===== src/sequencer_pkg.sv =====
// Purpose: shared constants and types of the priority interrupt sequencer
// Assumes: 30-bit data words; memory words carry two parity bits on top
// Notes: documented bit 0 is the word's msb, documented bit 29 its lsb
package sequencer_pkg;

	// ------------------------------------------------------------
	// word and level geometry
	// ------------------------------------------------------------
	localparam int WORD_W = 30;
	localparam int MEM_W = 32;
	localparam int ADDR_W = 14;
	localparam int FLAG_COUNT = 15;
	localparam int LEVEL_W = 4;
	localparam logic [3:0] LOWEST_LEVEL = 4'hf;
	localparam int EXEC_WORDS = 128;
	localparam int SECTION_WORDS = 8;
	localparam int INDEX_COUNT = 6;
	localparam logic [2:0] PTR_OFFSET = 3'h0;
	localparam logic [2:0] INDEX_FIRST = 3'h1;

	// ------------------------------------------------------------
	// pointer word fields (lsb numbering)
	// ------------------------------------------------------------
	localparam int PTR_OVF_BIT = 29;
	localparam int PTR_FILL_HI = 28;
	localparam int PTR_FILL_LO = 14;
	localparam int PTR_ADDR_HI = 13;
	localparam int HALF_SPLIT = 15;

	// ------------------------------------------------------------
	// installed memory size codes and address masks
	// ------------------------------------------------------------
	localparam logic [1:0] SIZE_4K = 2'h0;
	localparam logic [1:0] SIZE_8K = 2'h1;
	localparam logic [13:0] MASK_4K = 14'h0fff;
	localparam logic [13:0] MASK_8K = 14'h1fff;
	localparam logic [13:0] MASK_16K = 14'h3fff;
	localparam logic [13:0] EXEC_MASK = 14'h007f;

	// ------------------------------------------------------------
	// register map, byte addresses, reset values
	// ------------------------------------------------------------
	localparam logic [7:0] CTRL_OFFSET = 8'h00;
	localparam logic [7:0] STATUS_OFFSET = 8'h04;
	localparam logic [7:0] FLAGS_OFFSET = 8'h08;
	localparam logic [7:0] ACC_OFFSET = 8'h0c;
	localparam logic [7:0] FETCH_OFFSET = 8'h10;
	localparam int CTRL_RUN_BIT = 0;
	localparam int CTRL_OFFLINE_BIT = 1;
	localparam int CTRL_SIZE_LO = 2;
	localparam int ST_HALT_BIT = 4;
	localparam int ST_PERR_BIT = 5;
	localparam int ST_OVF_BIT = 6;
	localparam int ST_FETCH_VALID_BIT = 7;
	localparam logic [1:0] SIZE_RESET = SIZE_4K;
	localparam logic [13:0] SUPERVISOR_RESET = 14'h0000;

	typedef enum logic [2:0] {
		ST_IDLE = 3'b000,
		ST_RD_PTR = 3'b001,
		ST_WR_PTR = 3'b011,
		ST_SELECT = 3'b010,
		ST_RD_NEW = 3'b110,
		ST_HALT = 3'b100
	} seq_state_t;

	typedef struct packed {
		logic done;
		logic drop;
		logic branch;
		logic [13:0] target;
		logic overflow;
		logic acc_we;
		logic [29:0] acc_data;
		logic [14:0] flag_set;
	} instr_result_t;

	typedef struct packed {
		logic req;
		logic we;
		logic [13:0] addr;
		logic [31:0] wdata;
	} mem_cmd_t;

endpackage


===== src/priority_interrupt_sequencer.sv =====
// Purpose: sixteen-level priority interrupt and instruction sequencing control
// Assumes: core and memory share pclk; ext_flag_set comes from outside pins
// Notes: pointer and index words live in external memory; mem_cmd reaches only the pointer words
//
// The APB slave port and the register addresses were chosen for this implementation.
`timescale 1ns/10ps

// Summary of operation
// RULE1: fifteen request flip-flops, one per upper level
// RULE2: lowest level always requests when others idle
// RULE3: flags set by instruction or external pins
// RULE4: flag clears only by drop at own level
// RULE5: flags examined during every instruction
// RULE6: switch only after current instruction completes
// RULE7: higher levels preempt; interrupted level resumes later
// RULE8: switch saves interrupted level's next address
// RULE9: sixteen pointer words, one per level
// RULE10: pointer decrements unless branch given
// RULE11: top 128 words form sixteen eight-word sections
// RULE12: six index registers per level section
// RULE13: addresses wrap modulo installed memory size
// RULE14: two odd parity bits per word
// RULE15: parity error traps, or halts when off-line
// RULE16: one 30-bit result holding register
// RULE17: result holding register not saved on switch
// RULE18: arithmetic overflow sets excess indicator
// RULE19: fetch address is pointer bits 16-29
// RULE20: overflow sets pointer bit 0 of level
// RULE21: lower flags never interrupt higher level
// RULE22: lower flag index means higher priority
// RULE23: executive words use ordinary memory port
module priority_interrupt_sequencer import sequencer_pkg::*; #(
	parameter logic [13:0] SUPERVISOR_ADDR = SUPERVISOR_RESET
) (
	input wire logic pclk,
	input wire logic presetn,
	input wire logic psel,
	input wire logic penable,
	input wire logic pwrite,
	input wire logic [7:0] paddr,
	input wire logic [31:0] pwdata,
	output logic [31:0] prdata,
	output logic pready,
	output logic pslverr,
	input wire logic [14:0] ext_flag_set,
	input wire instr_result_t instr,
	output logic [29:0] result_holding_register,
	output logic [13:0] next_fetch_pointer,
	output logic fetch_valid,
	output logic [3:0] active_level,
	output logic [13:0] index_base,
	output logic parity_trap,
	output logic parity_error,
	output logic halted,
	output logic overflow,
	output mem_cmd_t mem_cmd,
	input wire logic mem_ack,
	input wire logic [31:0] mem_rdata
);

	// ------------------------------------------------------------
	// state layout
	// ------------------------------------------------------------
	typedef struct packed {
		seq_state_t fsm;
		logic [14:0] flags;
		logic [3:0] level;
		logic [13:0] fetch;
		logic fetch_valid;
		logic [29:0] acc;
		logic [14:0] sync1;
		logic [14:0] sync2;
		logic run;
		logic offline;
		logic [1:0] size;
		logic halted;
		logic perr;
		logic ovf;
		logic parity_trap;
		logic branch;
		logic [13:0] target;
		logic instr_ovf;
		logic [13:0] index_base;
		mem_cmd_t mem;
		logic pready;
		logic pslverr;
		logic [31:0] prdata;
	} state_t;

	// ------------------------------------------------------------
	// address and parity helpers
	// ------------------------------------------------------------
	function automatic logic [13:0] size_mask(input logic [1:0] sel);
		logic [13:0] m;
		m = MASK_16K;
		if (sel == SIZE_4K) begin
			m = MASK_4K;
		end else if (sel == SIZE_8K) begin
			m = MASK_8K;
		end
		return m;
	endfunction

	// executive space sits in the top 128 words of whatever is installed
	function automatic logic [13:0] section_addr(input logic [1:0] sel, input logic [3:0] lvl,
		input logic [2:0] off);
		return (size_mask(sel) & ~EXEC_MASK) | {7'h00, lvl, off}; // [RULE11] [RULE13]
	endfunction

	function automatic logic [31:0] with_parity(input logic [29:0] w);
		return {~^w[29:HALF_SPLIT], ~^w[HALF_SPLIT-1:0], w}; // [RULE14]
	endfunction

	function automatic logic parity_ok(input logic [31:0] w);
		return (^{w[31], w[29:HALF_SPLIT]}) & (^{w[30], w[HALF_SPLIT-1:0]}); // [RULE14]
	endfunction

	// lowest index wins; the lowest level answers when nothing is set
	function automatic logic [3:0] highest_demand(input logic [14:0] f);
		logic [3:0] l;
		l = LOWEST_LEVEL; // [RULE2]
		for (int i = FLAG_COUNT - 1; i >= 0; i--) begin
			if (f[i]) begin
				l = 4'(i); // [RULE22]
			end
		end
		return l;
	endfunction

	// ------------------------------------------------------------
	// pointer and fault helpers
	// ------------------------------------------------------------
	// next pointer word: target or one below, wrapped; overflow sticks, fill bits set
	function automatic logic [29:0] next_pointer(input logic [29:0] old, input logic br,
		input logic [13:0] tgt, input logic ovf, input logic [13:0] m);
		logic [13:0] a;
		a = br ? (tgt & m) : ((old[PTR_ADDR_HI:0] - 14'h0001) & m); // [RULE10] [RULE13]
		return {ovf | old[PTR_OVF_BIT], 15'h7fff, a}; // [RULE20]
	endfunction

	// on-line a bad word traps to the supervisor; off-line the sequencer stops
	function automatic state_t parity_fault(input state_t s, input logic off);
		state_t t;
		t = s;
		t.mem.req = 1'b0;
		t.perr = 1'b1; // [RULE15]
		t.halted = s.halted | off;
		t.parity_trap = !off;
		t.fetch = SUPERVISOR_ADDR;
		t.fetch_valid = !off;
		t.fsm = off ? ST_HALT : ST_IDLE;
		return t;
	endfunction

	// ------------------------------------------------------------
	// register read decode
	// ------------------------------------------------------------
	// registered read answer; unmapped offsets only raise the error flag
	function automatic logic [32:0] read_word(input logic [7:0] a, input state_t s);
		logic [31:0] d;
		logic miss;
		d = 32'h0000_0000;
		miss = 1'b0;
		case (a)
			CTRL_OFFSET: begin
				d[CTRL_RUN_BIT] = s.run;
				d[CTRL_OFFLINE_BIT] = s.offline;
				d[CTRL_SIZE_LO+1:CTRL_SIZE_LO] = s.size;
			end
			STATUS_OFFSET: begin
				d[LEVEL_W-1:0] = s.level;
				d[ST_HALT_BIT] = s.halted;
				d[ST_PERR_BIT] = s.perr;
				d[ST_OVF_BIT] = s.ovf;
				d[ST_FETCH_VALID_BIT] = s.fetch_valid;
			end
			FLAGS_OFFSET: d[FLAG_COUNT-1:0] = s.flags;
			ACC_OFFSET: d[WORD_W-1:0] = s.acc;
			FETCH_OFFSET: d[ADDR_W-1:0] = s.fetch;
			default: miss = 1'b1;
		endcase
		return {miss, d};
	endfunction

	// ------------------------------------------------------------
	// state and working signals
	// ------------------------------------------------------------
	state_t r;
	state_t n;
	logic [14:0] set_mask;
	logic [14:0] clr_mask;
	logic apb_access;
	logic apb_write;
	logic [13:0] mask;
	logic [29:0] new_ptr;
	logic [3:0] pick;

	// ------------------------------------------------------------
	// next state
	// ------------------------------------------------------------
	always_comb begin
		n = r;
		n.parity_trap = 1'b0;
		n.pready = 1'b0;
		n.pslverr = 1'b0;
		// two stages before any flag logic sees the pins
		n.sync1 = ext_flag_set;
		n.sync2 = r.sync1;
		set_mask = r.sync2; // [RULE3]
		clr_mask = 15'h0000;
		mask = size_mask(r.size);
		// prepared from the word on the bus; used only in the pointer-read state
		new_ptr = next_pointer(mem_rdata[WORD_W-1:0], r.branch, r.target, r.instr_ovf,
			mask); // [RULE10] [RULE20]
		pick = highest_demand(r.flags); // [RULE21]
		apb_access = psel & penable;
		apb_write = apb_access & r.pready & pwrite;

		// ------------------------------------------------------------
		// bus answer
		// ------------------------------------------------------------
		// one wait state: data is registered in the same cycle that pready rises
		if (apb_access && !r.pready) begin
			n.pready = 1'b1;
			{n.pslverr, n.prdata} = read_word(paddr, r);
		end

		// ------------------------------------------------------------
		// software writes
		// ------------------------------------------------------------
		// software writes go first so that hardware sets below win
		if (apb_write) begin
			case (paddr)
				CTRL_OFFSET: begin
					n.run = pwdata[CTRL_RUN_BIT];
					n.offline = pwdata[CTRL_OFFLINE_BIT];
					n.size = pwdata[CTRL_SIZE_LO+1:CTRL_SIZE_LO];
				end
				STATUS_OFFSET: begin
					if (pwdata[ST_HALT_BIT]) begin
						n.halted = 1'b0;
					end
					if (pwdata[ST_PERR_BIT]) begin
						n.perr = 1'b0;
					end
					if (pwdata[ST_OVF_BIT]) begin
						n.ovf = 1'b0;
					end
				end
				FLAGS_OFFSET: set_mask = set_mask | pwdata[FLAG_COUNT-1:0]; // [RULE3]
				ACC_OFFSET: n.acc = pwdata[WORD_W-1:0]; // [RULE16]
				default: begin
				end
			endcase
		end

		// ------------------------------------------------------------
		// instruction sequencing
		// ------------------------------------------------------------
		case (r.fsm)
			ST_IDLE: begin
				// flags keep moving while the instruction runs
				// a strobe while no fetch is valid belongs to no instruction
				if (instr.done && r.fetch_valid) begin
					n.fetch_valid = 1'b0;
					n.branch = instr.branch;
					n.target = instr.target;
					n.instr_ovf = instr.overflow;
					set_mask = set_mask | instr.flag_set; // [RULE3] [RULE5]
					if (instr.drop && r.level != LOWEST_LEVEL) begin
						clr_mask[r.level] = 1'b1; // [RULE4]
					end
					if (instr.acc_we) begin
						n.acc = instr.acc_data; // [RULE16]
					end
					if (instr.overflow) begin
						n.ovf = 1'b1; // [RULE18]
					end
					n.mem.req = 1'b1;
					n.mem.we = 1'b0;
					n.mem.addr = section_addr(r.size, r.level, PTR_OFFSET); // [RULE9] [RULE23]
					n.fsm = ST_RD_PTR;
				end
			end
			ST_RD_PTR: begin
				if (mem_ack) begin
					n.mem.req = 1'b0;
					if (!parity_ok(mem_rdata)) begin
						// no write-back: a bad pointer must not be made to look good
						n = parity_fault(n, r.offline); // [RULE14] [RULE15]
					end else begin
						// save happens before any level change is decided
						n.mem.req = 1'b1;
						n.mem.we = 1'b1;
						n.mem.wdata = with_parity(new_ptr); // [RULE8] [RULE14]
						n.fsm = ST_WR_PTR;
					end
				end
			end
			ST_WR_PTR: begin
				if (mem_ack) begin
					n.mem.req = 1'b0;
					n.fsm = ST_SELECT;
				end
			end
			ST_SELECT: begin
				// accumulator deliberately left alone across the switch
				if (r.run) begin
					n.level = pick; // [RULE6] [RULE7] [RULE17]
					n.index_base = section_addr(r.size, pick, INDEX_FIRST); // [RULE12]
					n.mem.req = 1'b1;
					n.mem.we = 1'b0;
					n.mem.addr = section_addr(r.size, pick, PTR_OFFSET); // [RULE23]
					n.fsm = ST_RD_NEW;
				end
			end
			ST_RD_NEW: begin
				if (mem_ack) begin
					if (!parity_ok(mem_rdata)) begin
						n = parity_fault(n, r.offline); // [RULE14] [RULE15]
					end else begin
						n.mem.req = 1'b0;
						n.fsm = ST_IDLE;
						n.fetch_valid = 1'b1;
						n.fetch = mem_rdata[PTR_ADDR_HI:0] & mask; // [RULE19] [RULE13]
					end
				end
			end
			ST_HALT: begin
				if (!r.halted) begin
					n.fsm = ST_SELECT;
				end
			end
			default: n.fsm = ST_SELECT;
		endcase

		// ------------------------------------------------------------
		// flag register
		// ------------------------------------------------------------
		// set wins over the drop in the same cycle, so no request is lost
		n.flags = (r.flags & ~clr_mask) | set_mask; // [RULE1]
	end

	// ------------------------------------------------------------
	// state register
	// ------------------------------------------------------------
	always_ff @(posedge pclk or negedge presetn) begin
		if (!presetn) begin
			r <= '0;
			r.fsm <= ST_SELECT;
			r.size <= SIZE_RESET;
		end else begin
			r <= n;
		end
	end

	// ------------------------------------------------------------
	// outputs, all straight from the state register
	// ------------------------------------------------------------
	assign prdata = r.prdata;
	assign pready = r.pready;
	assign pslverr = r.pslverr;
	assign result_holding_register = r.acc;
	assign next_fetch_pointer = r.fetch;
	assign fetch_valid = r.fetch_valid;
	assign active_level = r.level;
	assign index_base = r.index_base;
	assign parity_trap = r.parity_trap;
	assign parity_error = r.perr;
	assign halted = r.halted;
	assign overflow = r.ovf;
	assign mem_cmd = r.mem;

endmodule


===== config.mk =====
export PLATFORM = sky130hd
export DESIGN_NAME = priority_interrupt_sequencer
export DESIGN_NICKNAME = d
export VERILOG_FILES = /design/src/sequencer_pkg.sv /design/src/priority_interrupt_sequencer.sv
export SDC_FILE = /design/constraint.sdc
export NUM_CORES = 1
export LEC_CHECK = 0
export CORE_MARGIN = 4
export CORE_UTILIZATION = 58
export CTS_CLUSTER_SIZE = 14
export DETAILED_ROUTE_END_ITERATION = 6
export DONT_BUFFER_PORTS = 1
export GPL_TIMING_DRIVEN = 0
export PLACE_DENSITY_LB_ADDON = 0.12
export RECOVER_POWER = 25
export SYNTH_ARGS = -nofsm -noshare
export SYNTH_HDL_FRONTEND = slang
export SYNTH_SLANG_ARGS = --single-unit
export TNS_END_PERCENT = 1

===== constraint.sdc =====
create_clock -name pclk -period 2 [get_ports pclk]
set_input_delay 0.5 -clock pclk [delete_from_list [all_inputs] [get_ports pclk]]
set_output_delay 0.5 -clock pclk [all_outputs]
set_load 0.01 [all_outputs]

## After elaboration in Yosys (flattened, before gate mapping)

Cells that the tools add are included.

| storage, ports and cells | value |
|---|---|
| bits in registers | 217 |
| output and inout bits | 149 |
| bits of input ports | 157 |
| word-level logic and storage cells | 176 |

| operators by class | value |
|---|---|
| multiplexer cells | 81 |
| $add $sub $neg | 1 |
| bitwise gates (word level) | 19 |
| equality and inequality tests | 19 |
| reduce and logical (&&, ||, !) cells | 28 |
| magnitude comparators | 2 |

Operators with widths:

| cell | number |
|---|---|
| $mux W217 | 2 |
| $mux W15 | 9 |
| $pmux W66 S2 | 1 |
| $mux W30 | 4 |
| $mux W113 | 1 |
| $mux W14 | 7 |
| $pmux W31 S3 | 1 |
| $pmux W36 S2 | 1 |
| $mux W34 | 2 |
| $pmux W15 S4 | 1 |
| $mux W4 | 14 |
| $pmux W16 S3 | 1 |
| $or A15 B15 Y15 | 3 |
| $and A14 B14 Y14 | 3 |
| $or A14 B7 Y14 | 3 |
| $pmux W14 S3 | 1 |
| $mux W16 | 2 |
| $mux W32 | 1 |
| $reduce_xor A16 Y1 | 2 |
| $mux W31 | 1 |
| $reduce_xnor A15 Y1 | 2 |
| $pmux W14 S2 | 1 |
| $mux W3 | 8 |
| $pmux W4 S5 | 1 |
| other kinds (40) | 78 |

## Logic depth before layout (Yosys ltp)

Gate-level depths: netlist (run 1).

| depth | value |
|---|---|
| word-level depth | 18 |
| depth in mapped cells | 11 |
| mapped depth without buffers | 10 |

## Worst setup path before layout (run 1)

No wires, ideal clock.

| timing | value |
|---|---|
| kind | input port to flip-flop |
| from | input mem_rdata[0] |
| to | register r (netlist bit mem_cmd[30]) |
| path buffers | 0 |
| data required time | 1871 ps |
| arrival | 2331 ps |
| library setup time | 129 ps |
| cell stages on the path | 10 |
| slack | -460 ps |
| cells stage by stage | inv_1 ha_1 and3b_1 o31ai_2 xnor3_1 xnor2_1 xnor3_1 xnor2_2 xnor2_1 o21ai_1 |

| between the ends | value |
|---|---|
| longest elaborated chain between the ends | 7 |
| elaborated cells on any way between the ends | 10 |
| classes of those cells | 1 x add/sub; 4 x mux; 2 x bitwise; 3 x reduce/logical |

Ends and longest elaborated chain:

| element | RTL line | text |
|---|---|---|
| from (decl) | priority_interrupt_sequencer.sv:58 | `input wire logic [31:0] mem_rdata` |
| $sub A14 B1 Y14 | priority_interrupt_sequencer.sv:137 | `a = br ? (tgt & m) : ((old[PTR_ADDR_HI:0] - 14'h0001) & m);` |
| $and A14 B14 Y14 | priority_interrupt_sequencer.sv:137 |  |
| $mux W14 | priority_interrupt_sequencer.sv:137 |  |
| $reduce_xnor A15 Y1 | priority_interrupt_sequencer.sv:111 | `return {~^w[29:HALF_SPLIT], ~^w[HALF_SPLIT-1:0], w};` |
| $mux W32 | priority_interrupt_sequencer.sv:288 | `if (!parity_ok(mem_rdata)) begin` |
| $mux W217 | priority_interrupt_sequencer.sv:286 | `if (mem_ack) begin` |
| $pmux W66 S2 | priority_interrupt_sequencer.sv:260 | `case (r.fsm)` |
| to (signal assigned) | priority_interrupt_sequencer.sv:353 | `r <= n;` |
| to (decl) | priority_interrupt_sequencer.sv:188 | `state_t r;` |

Several ways; a longest one is shown, not always the timed one. The select of a mux whose other input is x is not followed.
A chain may end at the register's enable or synchronous reset.

## Final worst setup path (run 1)

| timing | value |
|---|---|
| from | input mem_rdata[3] |
| to | register r (netlist bit mem_cmd[30]) |

The elaborated chain is that of the path after synthesis.

==> results by group, run 1 <==
Outcome
  – Status: finished, violations left
  – Failing checks: negative hold slack, negative setup slack

STA
  – Setup repair after global routing missed its margin: yes
  – Pins Over Slew Limit: 0
  – Measured slew at the worst slew-check pin: 0.669 ns
  – Worst Skew: just under 0.008 ns
  – Setup total negative slack: -0.163 ns
  – Final setup margin: -0.163 ns
  – Tcrit/Tclk final: 108%
  – Final Critical Period: around 2.2 ns
  – Rel. slew slack: roughly 55%
  – Min Hold Slack: -0.246 ns
  – Fmax achieved: ~460 MHz
  – Final Hold Viols: between 150 and 200
  – # setup viols final: 1

Detailed routing
  – Drt wl/cell: ~21 µm
  – Post-route antenna net violation count: 0
  – DR iter-0 viols: 642
  – Avg Vias per Cell: ~5.6
  – Detailed-route via count: 6895
  – Total iterations of the first detailed-routing run: 7
  – Final wirelength: about 25 mm
  – DRC Markers: 0

Final layout
  – Ant diodes: 0
  – # nets final: approximately 1200
  – Area Overhead vs Synth: 12.5%
  – Layout cells sized above 1: 25.6%

Global route
  – GRT Overall Usage: between 20 and 30%
  – Initial antenna violation count: 4
  – Met3 GRT Util: approximately 7.5%
  – Largest net degree at the start of global routing: 184
  – GR Layer Usage met2: a little under half
  – GRT Max-Usage Layer: met2
  – Global-route wire length before repair: ~38 mm
  – Grt ovf: 0
  – Vias in the first global route: 6800
  – Met1 usage in global routing: around 36%

Clocking
  – Maximum clock path buffer count: 2
  – Num CTS Buffers: 17
  – Clock Sinks: between 150 and 200
  – Htree depth: 4
  – Clk root buf: clkbuf_16
  – CTS tree: built
  – Worst-Skew Late Latency: 0.43 ns
  – Worst-path clk slew: about 0.07 ns

Synth
  – Synth area leaders: dfrtp_1 49%, buf_4 11%, nand2_1 6.1%, mux2i_1 3.5%, nor2_1 3.0%
  – Sequential fraction of the synthesis area: between 40% and 50%
  – Area leader, netlist: dfrtp_1
  – FFs w/ async S/R, synth: 100%
  – Prevailing post-synth register cell: dfrtp_1
  – Mapped Cells: 956
  – Number of distinct library cells after synthesis: 62
  – Number of enable flip-flop cells after synthesis: 0
  – Post-Syn Area per Cell: ~9.8 µm²
  – #FFs+latches synth: roughly 180
  – Mapped Area: about 9400 µm²
  – Top-area cell type share of the netlist area: 48.6%
  – Yosys warning count: 0

Floorplanning
  – Chip width: 135 µm
  – Die Height: ~140 µm
  – Std cell rows: between 40 and 50
  – Io pins: ~310
  – Starting Density: 59.2%
  – Die area: about 18000 µm²
  – Core area: roughly 16000 µm²

Worst setup path
  – CP Class: input pin to register
  – Slowest CP cell: xnor3_1
  – CP Cell Sequence: inv_8 > ha_4 > and3b_1 > o31ai_2 > xnor3_1 > xnor2_1 > xnor3_1 > xnor2_2 > xnor2_1 > o21ai_1
  – Critical path required time: ~2.4 ns
  – Critical Path End Type: register
  – Type of origin of the critical path: input pin
  – R2r endpoint: mem_cmd[30]
  – Peak fanout along the critical path: 4
  – FF-to-FF Start: r[111]
  – Arrival time worst endpoint: approximately 2.5 ns
  – Flop-to-flop setup slack: -0.14 ns
  – Cells on worst reg2reg path: 7
  – Slowest stage delay, CP: 0.50 ns

Power and ir drop
  – PwrDens: 741 nW/µm²
  – Pleak: 0.00536 µW
  – Peak VDD IR: between 0.0006 and 0.0007 V

Place
  – GPL Wtd Cong: 0.937
  – Setup WS pre-CTS: -0.818 ns
  – Number of I/O port buffers: 0
  – Post-DP HPWL: between 15 and 20 mm

Run
  – Number of max-cap violations: 0

Worst hold path
  – Hold WC Path Type: input pin to async pin
==> sequential cells by signal, indices dropped and copies added, names as in the netlist <==
register                 cells
r                           68
parity_trap                  1
next_fetch_pointer          14
pslverr                      1
prdata                      30
active_level                 3
fetch_valid                  1
overflow                     1
halted                       1
index_base                   4
parity_error                 1
result_holding_register     30
mem_cmd                     27
pready                       1
==> worst max path at each step <==
| stage | cells after the start | end | slack [ns] | start |
|---|---|---|---|---|
| CTS | 10 | mem_cmd[30] | -0.16 | mem_rdata[3] |
| floorplan | 10 | mem_cmd[30] | -0.32 | mem_rdata[0] |
| global placement | 8 | r[210] | -0.75 | paddr[5] |
| finish | 10 | mem_cmd[30] | -0.16 | mem_rdata[3] |
| detailed placement | 8 | r[210] | -0.82 | paddr[5] |
| global route | 10 | mem_cmd[30] | -0.29 | mem_rdata[1] |
==> where the power goes <==
| part | internal, µW | switching (µW) |
|---|---|---|
| Clock | 2030 | 1420 |
| Sequential | 3760 | 42.6 |
| Combinational | 287 | 267 |
==> cell usage after synthesis, types with 16 or more instances <==
cell type,instances
a21oi_1,49
a221oi_1,16
a22o_1,17
buf_4,142
clkbuf_1,34
dfrtp_1,182
inv_1,21
mux2i_1,33
nand2_1,152
nand3_1,18
nor2_1,75
o21ai_0,46
xnor2_1,31
==> worst max-delay path, delay by kind of cell <==
kind                       cells  cell delay (ns)
AOI/OAI and AO/OA              2             0.42
xor gates and xnor gates       5             1.25
adders and majority gates      1             0.15
buffers and inverters          1             0.02
and+or+nand+nor                1             0.18
==> cells by family (layout without fill, tap and decap cells) <==
logic type      after synthesis  after routing  synth area share [%]
other cells                   1              7                0.0400
compound gates              182            182                  12.9
mux                          45             45                  4.97
xor+xnor                     47             47                  5.06
buf+inv                     204            247                  13.9
flops                       183            183                  48.9
simple gates                287            287                  13.2
fa+ha+maj                     7              7                 0.935
==> final cells by class <==
cell class / count / area (µm²)
fillers: 1307 / 5290
flip-flops and latches: 183 / 4580
multi-input cells: 575 / 3620
plain buffers: 182 / 1270
clock buffers: 20 / 457
well taps: 216 / 270
clock inverters: 12 / 149
inverters: 22 / 98.8
repair buffers: 11 / 82.6
==> repair_timing <==
action | in CTS | in global routing
pin swaps | 12 | 2
setup endpoints to repair | 132 | 133
setup buffers | 11 | 0
hold endpoints to repair | 183 | 183
resized for setup | 37 | 33
==> stage by stage <==
step / area (µm²) / hold WS (ns) / util (%) / std cells / power (µW)
floorplan: 9400 / 0.204 / - / 962 / 4270
global placement: 9670 / 0.208 / 61.1 / 1178 / 4350
detailed placement: 9670 / 0.207 / 61.1 / 1178 / 4360
CTS: 10500 / -0.253 / 66.0 / 1221 / 7790
global route: 10500 / -0.257 / 66.6 / 1221 / 8070
finish: 10500 / -0.246 / 66.6 / 1221 / 7810
==> routing by layer <==
| metal | up-vias | wire, µm |
|---|---|---|
| li1 | 3203 | - |
| met1 | 3336 | 9730 |
| met2 | 294 | 12600 |
| met3 | 52 | 2290 |
| met4 | 10 | 569 |
| met5 | - | 78 |
==> placed cells by master (no fill, tap or decap), types with 4 or more instances in the layout <==
cell and n:
xor2_1 11, mux2i_1 33, nor2_1 73, clkbuf_1 15, buf_2 5, nand2_1 150, a22o_1 17, nand3_1 18
a31oi_1 7, o21ai_1 4, clkbuf_2 15, o31ai_1 4, conb_1 7, inv_2 5, xnor2_2 5, a221oi_1 16
inv_1 13, clkbuf_16 17, nor2b_1 4, o21bai_1 4, ha_4 4, xnor2_1 27, o21ai_0 42, nor4_1 4
buf_4 155, dfrtp_1 181, a21oi_1 49, nand2b_1 6, a222oi_1 14, nor3_1 5, a22oi_1 5, mux2_2 12
clkinv_2 5, xnor3_1 4
(Power assumes the default switching activity.)
==> run 2, diff against run 1 <==
--- a/config.mk
+++ b/config.mk
@@ -5,8 +5,10 @@
 export SDC_FILE = /design/constraint.sdc
 export NUM_CORES = 1
 export LEC_CHECK = 0
+export ABC_AREA = 1
 export CORE_MARGIN = 4
-export CORE_UTILIZATION = 58
+export CORE_UTILIZATION = 60
+export CTS_BUF_LIST = sky130_fd_sc_hd__clkbuf_8
 export CTS_CLUSTER_SIZE = 14
 export DETAILED_ROUTE_END_ITERATION = 6
 export DONT_BUFFER_PORTS = 1
==> results by group, run 2 <==
Global route
  – Met1 usage in global routing: 42.9%
  – GRT Max-Usage Layer: met2
  – Initial antenna violation count: 0
  – Largest net degree at the start of global routing: between 150 and 200
  – Grt ovf: 0
  – GRT Overall Usage: 30.3%
  – Met3 GRT Util: roughly 8.9%
  – Vias in the first global route: between 7000 and 8000
  – Global-route wire length before repair: 42.8 mm
  – GR Layer Usage met2: 44.9%

Worst setup path
  – Cells on worst reg2reg path: 4
  – Type of origin of the critical path: register
  – Critical path launch point: pready
  – Critical Path End Type: register
  – Peak fanout along the critical path: 10
  – Critical path required time: roughly 2.4 ns
  – FF-to-FF Start: pready
  – CP Class: register to register
  – Arrival time worst endpoint: 2.38 ns

Worst hold path
  – Hold WC Path Type: input pin to async pin

Synth
  – Top cells by count, synth: 320 x nand2_1, 182 x dfrtp_1, 142 x buf_4
  – Mapped Cells: about 1200
  – Synth area leaders: dfrtp_1 46%, nand2_1 12%, buf_4 11%, o21ai_0 5.3%, nand3_1 4.8%
  – Largest family of logic cells by synthesized area: simple AND/OR/NAND/NOR gates
  – Number of enable flip-flop cells after synthesis: 0
  – Post-Synth XOR/XNOR Area: around 2.1%
  – Mux cell area share after synthesis: 0%
  – Adder-Cell Fraction of Synth Area: 0.880%
  – Simple-gate area share of the yosys netlist: a little under a quarter
  – Area leader, netlist: dfrtp_1
  – Post-Syn Area per Cell: between 8 and 9 µm²
  – Yosys warning count: 0
  – Prevailing post-synth register cell: dfrtp_1
  – FFs w/ async S/R, synth: between 90% and 100%
  – Synth Area in Compound Gates: a little under an eighth
  – #FFs+latches synth: about 180
  – Top-count cell post-synth: nand2_1
  – Top-area cell type share of the netlist area: 45.8%
  – Number of distinct library cells after synthesis: 47
  – Sequential fraction of the synthesis area: ~46%
  – Mapped Area: about 10000 µm²

Final layout
  – Biggest register: r
  – Area Overhead vs Synth: 8.27%
  – Sequential cell area: roughly 4600 µm²
  – Max FFs per register: between 60 and 70
  – Layout cells sized above 1: around a fifth
  – Most frequent cells in the layout: 319 x nand2_1, 181 x dfrtp_1, 146 x buf_4
  – # nets final: roughly 1400
  – Fillers: about 1400
  – Fin util: 67.1%
  – Ant diodes: 0
  – Area taken by multi-input logic gates: 3830 µm²
  – Commonest non-fill, non-tap cell in the layout: nand2_1

Clocking
  – Maximum clock path buffer count: 2
  – Worst-path clk slew: 0.10 ns
  – Clk root buf: clkbuf_8
  – Num CTS Buffers: 17
  – CTS tree: built
  – Htree depth: 4
  – Clock Sinks: about 180
  – Worst-Skew Late Latency: between 0.4 and 0.5 ns

Place
  – Number of I/O port buffers: 0
  – Post-DP HPWL: between 20 and 25 mm
  – GPL Wtd Cong: 0.962

Floorplanning
  – Starting Density: 62.0%
  – Die area: approximately 19000 µm²
  – Core area: 16100 µm²
  – Std cell rows: 46
  – Chip width: 137 µm
  – Die Height: around 140 µm
  – Io pins: roughly 310

Detailed routing
  – Detailed-route via count: a little over 8000
  – DR iter-0 viols: roughly 750
  – Avg Vias per Cell: between 5 and 6
  – Post-route antenna net violation count: 0
  – Drt wl/cell: 19.0 µm
  – Total iterations of the first detailed-routing run: 6
  – DRC Markers: 0
  – Final wirelength: about 28 mm

STA
  – Pins Over Slew Limit: 0
  – Setup total negative slack: -0.0310 ns
  – Rel. slew slack: about half
  – Final setup margin: -0.0178 ns
  – # setup viols final: 3
  – Tcrit/Tclk final: 101%
  – Setup repair after global routing missed its margin: yes
  – Measured slew at the worst slew-check pin: between 0.7 and 0.8 ns
  – Final Hold Viols: ~180
  – Fmax achieved: ~500 MHz
  – Worst Skew: between 0.01 and 0.015 ns
  – Final Critical Period: about 2.0 ns
  – Min Hold Slack: -0.288 ns

Power and ir drop
  – Peak VDD IR: 0.000842 V
  – PwrDens: between 1000 and 1500 nW/µm²
  – Pleak: 0.00536 µW

Outcome
  – Status: finished, violations left
  – Failing checks: negative hold slack, negative setup slack

Run
  – Number of max-cap violations: 0
## run 2: cell count changes after synthesis, sizes merged, moves of 26 or more
| cell | delta |
|---|---|
| nand2 | +171 |
| inv | +91 |
| nand3 | +77 |
| o21ai | +64 |
| a21oi | -26 |
| mux2i | -33 |
## run 2: through the flow
step	std cells	hold slack [ns]	instance area (µm²)	setup slack, ns	total power [µW]
global route	1493	-0.325	10800	-0.140	13200
CTS	1493	-0.311	10700	0.00500	12400
finish	1493	-0.288	10800	-0.0178	12400
global placement	1461	0.208	10300	-0.592	9760
floorplan	1245	0.204	10100	-0.00726	8850
detailed placement	1461	0.207	10300	-0.594	9900
## run 2: routing by layer
metal	vias to the layer above	wire length, µm
li1	3931	-
met1	3915	12100
met2	375	12500
met3	61	2840
met4	0	903
met5	-	0
## run 2: final cells by class
cell class	count	share of cell area, %
clock buffer	17	2.17
sequential	183	42.5
multi-input combinational	766	35.5
clock inverter	15	1.36
inverter	114	4.04
buffer	182	11.8
tap	216	2.51
## run 2: critical path, stage by stage (launching register included)
cell	delay, ns
dfrtp_1	0.47
nor2_2	0.43
clkinv_1	0.33
clkbuf_1	0.35
nor3_1	0.33
## run 2: logic make-up after synthesis
logic type      Yosys count
other cells               1
simple gates            536
xor+xnor                 24
flops                   183
buf+inv                 296
fa+ha+maj                 7
compound gates          192
## run 2: timing repair
item,CTS,global route
resized for setup,10,36
cloned,0,0
hold endpoints to repair,183,183
setup buffers,0,0
setup endpoints to repair,91,87
## run 2: power breakdown
part / total, µW / internal, µW / switching (µW) / leakage [µW]
Combinational: 4730 / 1960 / 2760 / 0.00289
Clock: 2440 / 1020 / 1420 / 0.000204
Sequential: 5210 / 4530 / 682 / 0.00226
Total: 12400 / 7520 / 4870 / 0.00536
## run 2: worst paths after layout
path | end | slack, ns
worst max-delay path | pslverr | -0.02
worst min-delay path | mem_cmd[6] | -0.29
worst max register to register | pslverr | -0.02
worst min register to register | r[131] | 0.35
max in group asynchronous | r[215] | 1.87
min in group pclk | r[145] | 0.05
